<file path="config.mk">
export PLATFORM = sky130hd
export DESIGN_NAME = lpmc_controller
export DESIGN_NICKNAME = d
export VERILOG_FILES = /design/src/verilog/lpmc_pkg.sv /design/src/verilog/lpmc_controller.sv
export SDC_FILE = /design/constraint.sdc
export NUM_CORES = 1
export LEC_CHECK = 0
export BUFFER_PORTS_ARGS = -buffer_cell sky130_fd_sc_hd__clkbuf_2
export CAP_MARGIN = 0
export CORE_UTILIZATION = 42
export DETAILED_ROUTE_END_ITERATION = 10
export PLACE_DENSITY = 0.69
export SLEW_MARGIN = 25
export SYNTH_ARGS = -nofsm -noshare
export SYNTH_HDL_FRONTEND = slang
export SYNTH_SLANG_ARGS = --single-unit
</file>
<file path="constraint.sdc">
create_clock -name ref_clk -period 9.1 [get_ports ref_clk]
set_input_delay 1.365 -clock ref_clk [delete_from_list [all_inputs] [get_ports ref_clk]]
set_output_delay 1.365 -clock ref_clk [all_outputs]
set_load 0.02 [all_outputs]
</file>
<file path="src/verilog/lpmc_pkg.sv">
// constants and types of the low power mode controller
package lpmc_pkg;
   // register offsets on the internal register port
   localparam logic [11:0] WAKE_UP_CONTROL_OFF        = 12'h0f7;
   localparam logic [11:0] OPERATION_MODE_CONTROL_OFF = 12'h0fa;
   localparam logic [11:0] POWER_DOWN_OPERAND_OFF     = 12'h0fb;
   localparam logic [11:0] POWER_DOWN_BUS_DRIVE_OFF   = 12'h82a;
   // operation_mode_control fields
   localparam int OMC_WP_BIT   = 7;
   localparam int OMC_DF_LSB   = 3;
   localparam int OMC_HALF_BIT = 2;
   localparam int OMC_LPM_LSB  = 0;
   localparam logic [7:0] OMC_RESET = 8'h00;
   // power_down_bus_drive fields
   localparam int PDB_EN_BIT   = 0;
   localparam int PDB_DL_BIT   = 1;
   localparam int PDB_AL_BIT   = 2;
   localparam logic [7:0] PDB_RESET = 8'h00;
   localparam logic [7:0] PDO_RESET = 8'h00;
   // wake_up_control fields
   localparam int WUC_PA_EN  = 0;
   localparam int WUC_PB_EN  = 1;
   localparam int WUC_TM_EN  = 2;
   localparam int WUC_PA_EV  = 4;
   localparam int WUC_PB_EV  = 5;
   localparam int WUC_TM_EV  = 6;
   localparam logic [7:0] WUC_RESET = 8'h00;
   localparam logic [7:0] WUC_RW_MASK = 8'h07;
   // supervisor data function code bit
   localparam int FC_SUPER_BIT = 2;
   localparam logic [2:0] WAKE_IRQ_LEVEL = 3'h4;
   // core stop completion wait
   localparam int STOP_WAIT_CLKS = 16;
   localparam logic [4:0] STOP_WAIT_CNT = 5'(STOP_WAIT_CLKS);
   // power mode encodings
   localparam logic [1:0] LPM_NORMAL  = 2'h0;
   localparam logic [1:0] LPM_STANDBY = 2'h1;
   localparam logic [1:0] LPM_DOZE    = 2'h2;
   localparam logic [1:0] LPM_STOP    = 2'h3;

   typedef enum logic [2:0] {
      LPMC_RUN  = 3'b000,
      LPMC_WAIT = 3'b001,
      LPMC_BREQ = 3'b010,
      LPMC_DOWN = 3'b011,
      LPMC_WAKE = 3'b100
   } lpmc_state_e;

   typedef struct packed {
      lpmc_state_e state;
      logic [7:0]  omc;
      logic [7:0]  pdb;
      logic [7:0]  pdo;
      logic [7:0]  wuc;
      logic [2:0]  mask;
      logic [4:0]  cnt;
      logic [15:0] div_cnt;
      logic        div_tick;
      logic        half_tog;
      logic        pa_s1;
      logic        pa_s2;
      logic        pa_s3;
      logic        pb_s1;
      logic        pb_s2;
      logic        pb_s3;
      logic        hr_s1;
      logic        hr_s2;
      logic        ht_s1;
      logic        ht_s2;
      logic [7:0]  rdata;
   } lpmc_state_s;
endpackage

</file>
<file path="src/verilog/lpmc_controller.sv">
// low power mode controller: mode register, stop sequence and wake-up
// Summary of operation
// - write-protect clears at reset; once set, later mode register writes ignored
// - system clock divided by two to the power of the divide factor
// - zero divide factor is normal, non-zero slow
// - rate clock passes undivided when halving bit 0, halved when 1
// - supervisor operand write enters mode from power mode field: standby/doze/stop; normal is refused
// - in power-down, buses float if drive enable 0, driven if 1
// - data bus driven high when data level bit 0, low when 1
// - address bus driven high when address level bit 0, low when 1
// - operand write always stored; power-down entry only from supervisor space
// - operand mask bits latched; higher interrupt during stopping aborts
// - count 16 clocks after request; grant activity restarts the count
// - after count, request bus, await grant, then force power-down
// - hard reset, enabled pin falling edge or enabled timer timeout wakes
// - wake restarts clocks, releases host bus, returns to normal
// - wake during stop execution abandons the sequence
// - pin and timer wake interrupts raised at level 4
// - pin a falling edge sets its event; write one clears
// - pin b falling edge sets its event; write one clears
// - timer timeout sets its event; write one clears
// - event and enable both set: wake, interrupt, refuse power-down entry
// - mode register: protect 7, divide 6:3, halving 2, mode 1:0
`timescale 1ns/1ps
`default_nettype none
module lpmc_controller (
   input  wire logic        ref_clk,
   input  wire logic        arst_n,
   input  wire logic        reg_wr,
   input  wire logic        reg_rd,
   input  wire logic [11:0] reg_addr,
   input  wire logic [7:0]  reg_wdata,
   input  wire logic [2:0]  reg_fc,
   output logic      [7:0]  reg_rdata,
   input  wire logic        stop_exec,
   input  wire logic [2:0]  core_irq_level,
   input  wire logic        bus_grant_n,
   input  wire logic        bus_grant_acknowledge_n,
   output logic             bus_request_n,
   input  wire logic        wake_pin_a,
   input  wire logic        wake_pin_b,
   input  wire logic        hard_reset_n,
   input  wire logic        halt_n,
   input  wire logic        timer_timeout,
   input  wire logic        serial_rate_clk_en,
   output logic             serial_rate_tick,
   output logic             sys_clk_tick,
   output logic             slow_mode,
   output logic      [1:0]  power_mode,
   output logic             clocks_stopped,
   output logic      [2:0]  wake_irq_level,
   output logic             wake_pin_a_irq,
   output logic             wake_pin_b_irq,
   output logic             timer_wake_irq,
   output logic             data_bus_oe,
   output logic             data_bus_level,
   output logic             addr_bus_oe,
   output logic             addr_bus_level
);
   lpmc_pkg::lpmc_state_s q;
   lpmc_pkg::lpmc_state_s d;

   logic       wr_omc;
   logic       wr_pdb;
   logic       wr_pdo;
   logic       wr_wuc;
   logic       pa_fall;
   logic       pb_fall;
   logic [2:0] live;
   logic       wake;
   logic       grant_act;
   logic       irq_abort;
   logic [3:0] df;
   logic [15:0] div_max;
   logic        super_wr;
   logic        mode_set;
   logic        hard_wake;
   logic        entry_ok;
   logic        count_done;
   logic        seq_abort;

   // ----------------------------------------------------------------
   // decode and wake conditions
   // ----------------------------------------------------------------
   always_comb begin
      wr_omc = reg_wr && reg_addr == lpmc_pkg::OPERATION_MODE_CONTROL_OFF;
      wr_pdb = reg_wr && reg_addr == lpmc_pkg::POWER_DOWN_BUS_DRIVE_OFF;
      wr_pdo = reg_wr && reg_addr == lpmc_pkg::POWER_DOWN_OPERAND_OFF;
      wr_wuc = reg_wr && reg_addr == lpmc_pkg::WAKE_UP_CONTROL_OFF;
      pa_fall = q.pa_s3 && !q.pa_s2;
      pb_fall = q.pb_s3 && !q.pb_s2;
      // each source live when event and enable both set
      live[0] = q.wuc[lpmc_pkg::WUC_PA_EV] && q.wuc[lpmc_pkg::WUC_PA_EN];
      live[1] = q.wuc[lpmc_pkg::WUC_PB_EV] && q.wuc[lpmc_pkg::WUC_PB_EN];
      live[2] = q.wuc[lpmc_pkg::WUC_TM_EV] && q.wuc[lpmc_pkg::WUC_TM_EN];
      // hard reset wakes only with reset and halt both low
      hard_wake = !q.hr_s2 && !q.ht_s2;
      wake = (|live) || hard_wake;
      grant_act = !bus_grant_n || !bus_grant_acknowledge_n;
      irq_abort = core_irq_level > q.mask;
      // supervisor data cycle only
      super_wr = wr_pdo && reg_fc[lpmc_pkg::FC_SUPER_BIT]
                 && !reg_fc[1] && reg_fc[0];
      mode_set = q.omc[lpmc_pkg::OMC_LPM_LSB +: 2]
                 != lpmc_pkg::LPM_NORMAL;
      entry_ok = super_wr && mode_set && !wake;
      count_done = q.cnt == lpmc_pkg::STOP_WAIT_CNT - 5'h01;
      seq_abort = wake || irq_abort;
      df = q.omc[lpmc_pkg::OMC_DF_LSB +: 4];
      div_max = 16'((17'h1 << df) - 17'h1);
   end

   // ----------------------------------------------------------------
   // next state
   // ----------------------------------------------------------------
   always_comb begin
      d = q;
      d.pa_s1 = wake_pin_a;
      d.pa_s2 = q.pa_s1;
      d.pa_s3 = q.pa_s2;
      d.pb_s1 = wake_pin_b;
      d.pb_s2 = q.pb_s1;
      d.pb_s3 = q.pb_s2;
      // reset and halt pins synchronised apart before any logic reads them
      d.hr_s1 = hard_reset_n;
      d.hr_s2 = q.hr_s1;
      d.ht_s1 = halt_n;
      d.ht_s2 = q.ht_s1;

      // divide factor zero gives a tick every clock
      if (q.div_cnt >= div_max) begin
         d.div_cnt = 16'h0000;
         d.div_tick = 1'b1;
      end else begin
         d.div_cnt = q.div_cnt + 16'h0001;
         d.div_tick = 1'b0;
      end
      if (serial_rate_clk_en) begin
         d.half_tog = !q.half_tog;
      end

      if (wr_omc && !q.omc[lpmc_pkg::OMC_WP_BIT]) begin
         d.omc = reg_wdata;
      end
      if (wr_pdb) begin
         d.pdb = reg_wdata;
      end
      if (wr_pdo) begin
         d.pdo = reg_wdata;
      end

      // event bits: write one clears, hardware set wins
      if (wr_wuc) begin
         // enables take the written value
         d.wuc[lpmc_pkg::WUC_PA_EN] = reg_wdata[lpmc_pkg::WUC_PA_EN];
         d.wuc[lpmc_pkg::WUC_PB_EN] = reg_wdata[lpmc_pkg::WUC_PB_EN];
         d.wuc[lpmc_pkg::WUC_TM_EN] = reg_wdata[lpmc_pkg::WUC_TM_EN];
         // a one clears an event, a zero leaves it
         if (reg_wdata[lpmc_pkg::WUC_PA_EV]) begin
            d.wuc[lpmc_pkg::WUC_PA_EV] = 1'b0;
         end
         if (reg_wdata[lpmc_pkg::WUC_PB_EV]) begin
            d.wuc[lpmc_pkg::WUC_PB_EV] = 1'b0;
         end
         if (reg_wdata[lpmc_pkg::WUC_TM_EV]) begin
            d.wuc[lpmc_pkg::WUC_TM_EV] = 1'b0;
         end
      end
      if (pa_fall) begin
         d.wuc[lpmc_pkg::WUC_PA_EV] = 1'b1;
      end
      if (pb_fall) begin
         d.wuc[lpmc_pkg::WUC_PB_EV] = 1'b1;
      end
      if (timer_timeout) begin
         d.wuc[lpmc_pkg::WUC_TM_EV] = 1'b1;
      end

      case (q.state)
         lpmc_pkg::LPMC_RUN: begin
            // supervisor write with a power mode and no live wake
            if (entry_ok) begin
               d.mask = reg_wdata[2:0];
               d.cnt = 5'h00;
               d.state = lpmc_pkg::LPMC_WAIT;
            end
         end
         lpmc_pkg::LPMC_WAIT: begin
            // core still finishing its stop instruction
            if (seq_abort) begin
               d.state = lpmc_pkg::LPMC_RUN;
            end else if (grant_act) begin
               d.cnt = 5'h00;
            end else if (count_done) begin
               d.state = lpmc_pkg::LPMC_BREQ;
            end else begin
               d.cnt = q.cnt + 5'h01;
            end
         end
         lpmc_pkg::LPMC_BREQ: begin
            // bus requested, waiting for the core's grant
            if (seq_abort) begin
               d.state = lpmc_pkg::LPMC_WAKE;
            end else if (!bus_grant_n) begin
               d.state = lpmc_pkg::LPMC_DOWN;
            end
         end
         lpmc_pkg::LPMC_DOWN: begin
            if (wake) begin
               d.state = lpmc_pkg::LPMC_WAKE;
            end
         end
         lpmc_pkg::LPMC_WAKE: begin
            d.state = lpmc_pkg::LPMC_RUN;
         end
         default: begin
            d.state = lpmc_pkg::LPMC_RUN;
         end
      endcase

      if (reg_rd) begin
         case (reg_addr)
            lpmc_pkg::OPERATION_MODE_CONTROL_OFF: begin
               d.rdata = q.omc;
            end
            lpmc_pkg::POWER_DOWN_BUS_DRIVE_OFF: begin
               d.rdata = q.pdb & 8'h07;
            end
            lpmc_pkg::POWER_DOWN_OPERAND_OFF: begin
               d.rdata = q.pdo;
            end
            lpmc_pkg::WAKE_UP_CONTROL_OFF: begin
               // bits 7 and 3 always read zero
               d.rdata = q.wuc & 8'h77;
            end
            default: begin
               d.rdata = 8'h00;
            end
         endcase
      end
   end

   // ----------------------------------------------------------------
   // state register
   // ----------------------------------------------------------------
   always_ff @(posedge ref_clk or negedge arst_n) begin
      if (!arst_n) begin
         q <= '0;
         q.state <= lpmc_pkg::LPMC_RUN;
         q.omc <= lpmc_pkg::OMC_RESET;
         q.pdb <= lpmc_pkg::PDB_RESET;
         q.pdo <= lpmc_pkg::PDO_RESET;
         q.wuc <= lpmc_pkg::WUC_RESET;
         q.pa_s1 <= 1'b1;
         q.pa_s2 <= 1'b1;
         q.pa_s3 <= 1'b1;
         q.pb_s1 <= 1'b1;
         q.pb_s2 <= 1'b1;
         q.pb_s3 <= 1'b1;
         q.hr_s1 <= 1'b1;
         q.hr_s2 <= 1'b1;
         q.ht_s1 <= 1'b1;
         q.ht_s2 <= 1'b1;
      end else begin
         q <= d;
      end
   end

   // ----------------------------------------------------------------
   // outputs
   // ----------------------------------------------------------------
   always_comb begin
      reg_rdata = q.rdata;
      bus_request_n = !(q.state == lpmc_pkg::LPMC_BREQ
                        || q.state == lpmc_pkg::LPMC_DOWN);
      clocks_stopped = q.state == lpmc_pkg::LPMC_DOWN;
      power_mode = clocks_stopped ? q.omc[1:0] : lpmc_pkg::LPM_NORMAL;
      slow_mode = df != 4'h0;
      sys_clk_tick = q.div_tick && !clocks_stopped;
      serial_rate_tick = serial_rate_clk_en
                         && (!q.omc[lpmc_pkg::OMC_HALF_BIT] || q.half_tog);
   end

   // ----------------------------------------------------------------
   // wake interrupts
   // ----------------------------------------------------------------
   always_comb begin
      wake_pin_a_irq = live[0];
      wake_pin_b_irq = live[1];
      timer_wake_irq = live[2];
      wake_irq_level = (|live) ? lpmc_pkg::WAKE_IRQ_LEVEL : 3'h0;
   end

   // ----------------------------------------------------------------
   // bus drive during power-down
   // ----------------------------------------------------------------
   always_comb begin
      // buses float unless stopped with drive enabled
      data_bus_oe = clocks_stopped && q.pdb[lpmc_pkg::PDB_EN_BIT];
      addr_bus_oe = data_bus_oe;
      data_bus_level = !q.pdb[lpmc_pkg::PDB_DL_BIT];
      addr_bus_level = !q.pdb[lpmc_pkg::PDB_AL_BIT];
   end
endmodule
`default_nettype wire

</file>
==> impl_metrics.ini <==
[place]
portBuffers = 60
dp_cells = 556
dp_hpwl_um = 5983
place_congestion = 0.8111
place_ws_ns = 5.348

[yosys]
synth_seq_cells = 72
syn_area_per_cell_um2 = 10.19
synth.distinct_cells = 62
synthArstFlopShare = 1.000
synth_cells = 392
netlist_area_um2 = 3995
yosysSeqAreaShare = 0.4541
synth_top_area_share = 0.3883
yosysWarnings = 0
synth_area_leader_cell = dfrtp_1
synth_flop_cell = dfrtp_1
synth_edf_count = 0
ys_top_cells_by_area = dfrtp_1, ha_1, mux2_2

[clock_network]
insertion_delay_ns = 0.35
clock-root-buffer = clkbuf_8
cts_tree = done
cts_buffers = 9
cts.sinks = 72
hold_buffers = 0
cts_setup_buffers = 0
htreeDepth = 3
cts-resized-gates = 0
cts_buffer_depth = 2
clk_pin_slew_ns = 0.07

[worst_setup_path]
endpoint_kind = register
crit_fanout = 17
slowest_stage = o21ai_2
start_kind = register
crit_chain = nor2_1, nand3b_1, ha_1, or2_2, o21ai_0, a22o_1, a21oi_1, ha_1, nand4_1, a211oi_1, a2111oi_0, o21ai_2, nor2_1
cp.required_ns = 9.30
crit_arrival_ns = 3.96
slowest_delay_ns = 0.58
critPathKind = reg -> reg

[global_route]
overflow = 0
grt_pass1_wl_um = 13790
grt_use_total = 0.1767
grt_start_max_net_pins = 73
antenna_found_initial = 0
grt_pass1_vias = 2958

[run_status]
status = finished, final reports clean

[detailed_routing]
totalWireLength_um = 8278
via_per_inst = 5.337
ant_nets = 0
drtPass1Iterations = 6
num_vias = 3053
drt_iter0_markers = 145
post-route-drc-count = 0
wl_per_cell_um = 14.47

[sta]
tightest_slew_ns = 0.7027
fin_crit_ns = 3.756
fmax_ghz = 0.2662
fin_ws_ns = 5.344
finalSetupViolations = 0
clock_skew_ns = 0.01045
period_share = 0.4128
tns_ns = 0
grt_setup_unrepaired = no
relSlewSlack = 0.5314
final_max_slew_viol_count = 0
finalHoldViolCount = 0

[die]
dieWidth_um = 99.53
dieArea_um2 = 9906
io_pins = 64
num_rows = 35
coreArea_um2 = 9240
die_h_um = 99.53
initial_utilization = 0.4324

[worst_hold_path]
min_path_type = reg -> reg

[cells_and_area]
finalNetCount = 500
fin_util = 0.4918
fin_cells = 572
drive_above_1_share = 0.2867
area_delta_synth_final_pct = 13.75
num-fill-cells = 834
final_cell_mix = dfrtp_1, clkbuf_2, nor2_1, inv_1, mux2_2
num_antenna_cells = 0
layout_commonest_cell = dfrtp_1

[run]
maxCapViolCount = 0

[power_and_ir_drop]
power.total_mw = 0.7229
ir_drop_mv = 0.09580
p_per_area_nw_per_um2 = 159.1
leakage_nw = 2.246
worst max-delay path: cells and delay by family, from the launching register on:
family | cells | cell delay [ns]
AND/OR/NAND/NOR | 5 | 1.11
AO/OA/AOI/OAI | 6 | 1.31
flip-flops | 1 | 0.52
adder cells (fa/ha/maj) | 2 | 0.67
sequential cells by signal, indices dropped and copies added (netlist names):
register,cells
q,54
df,4
reg_rdata,8
d,6
cells by family (layout without fill, tap and decap cells):
logic type,Yosys count,in the layout,synth area share
AO/OA/AOI/OAI,78,78,0.1366
XOR/XNOR,16,16,0.03508
other,2,3,0.001880
buffers and inverters,56,106,0.06514
multiplexers,27,27,0.07516
AND/OR/NAND/NOR,118,118,0.1600
flip-flops,72,72,0.4541
adder cells (fa/ha/maj),23,23,0.07203
metal layers:
layer / global-route usage / wire (µm) / up-vias
met1: 0.2348 / 3839 / 1497
li1: - / - / 1470
met5: 0 / 0 / -
met4: 0.04977 / 99 / 0
met3: 0.04498 / 411 / 11
met2: 0.2863 / 3928 / 75
layout make-up:
class                           instances  area (µm²)  area share
Sequential cell                        72        1814      0.3992
Tap cell                              129       161.4     0.03552
Multi-Input combinational cell        265        1928      0.4243
Timing Repair Buffer                   61       311.5     0.06856
Clock inverter                          5       78.83     0.01735
Inverter                               29       108.9     0.02395
Clock buffer                           11       141.4     0.03111
where the power goes:
part | internal (mW) | switching (mW)
Clock | 0.162 | 0.120
Sequential | 0.337 | 0.0150
Combinational | 0.0351 | 0.0542
synthesized netlist by cell type, drive strengths merged, types with 3 or more instances:
cell type and n:
mux2 24, inv 29, mux2i 3, a22oi 4, a222oi 4, a31oi 3
nand4 5, nor2b 4, o21ai 15, dfrtp 62, or2 3, clkbuf 9
a22o 6, o22a 3, xor2 13, o31ai 3, o22ai 8, nand3 11
and3 12, nand2 21, xnor2 3, a21o 5, and4 3, and2 7
nand3b 3, buf 18, dfstp 10, ha 23, a21oi 15, nor2 34
stage by stage:
stage               hold slack [ns]  area, µm²
global route                 0.3618       4544
finish                       0.3565       4544
floorplan                    0.3452       3999
CTS                          0.3578       4541
global placement             0.3472       4317
detailed placement           0.3472       4320
worst paths after layout:
kind | slack [ns] | depth (start not counted) | start | end
worst min register to register | 0.36 | 0 | d[13]$_DFF_PN1_ | d[12]$_DFF_PN1_
worst min-delay path | 0.36 | 0 | d[13]$_DFF_PN1_ | d[12]$_DFF_PN1_
worst max register to register | 5.34 | 13 | df[2]$_DFFE_PN0P_ | q[26]$_DFF_PN0_
min in group asynchronous | 1.11 | 2 | arst_n | q[40]$_DFFE_PN0P_
max in group asynchronous | 7.52 | 2 | arst_n | df[0]$_DFFE_PN0P_
worst max-delay path | 5.34 | 13 | df[2]$_DFFE_PN0P_ | q[26]$_DFF_PN0_
No activity file was read; power rests on OpenSTA's default activity.
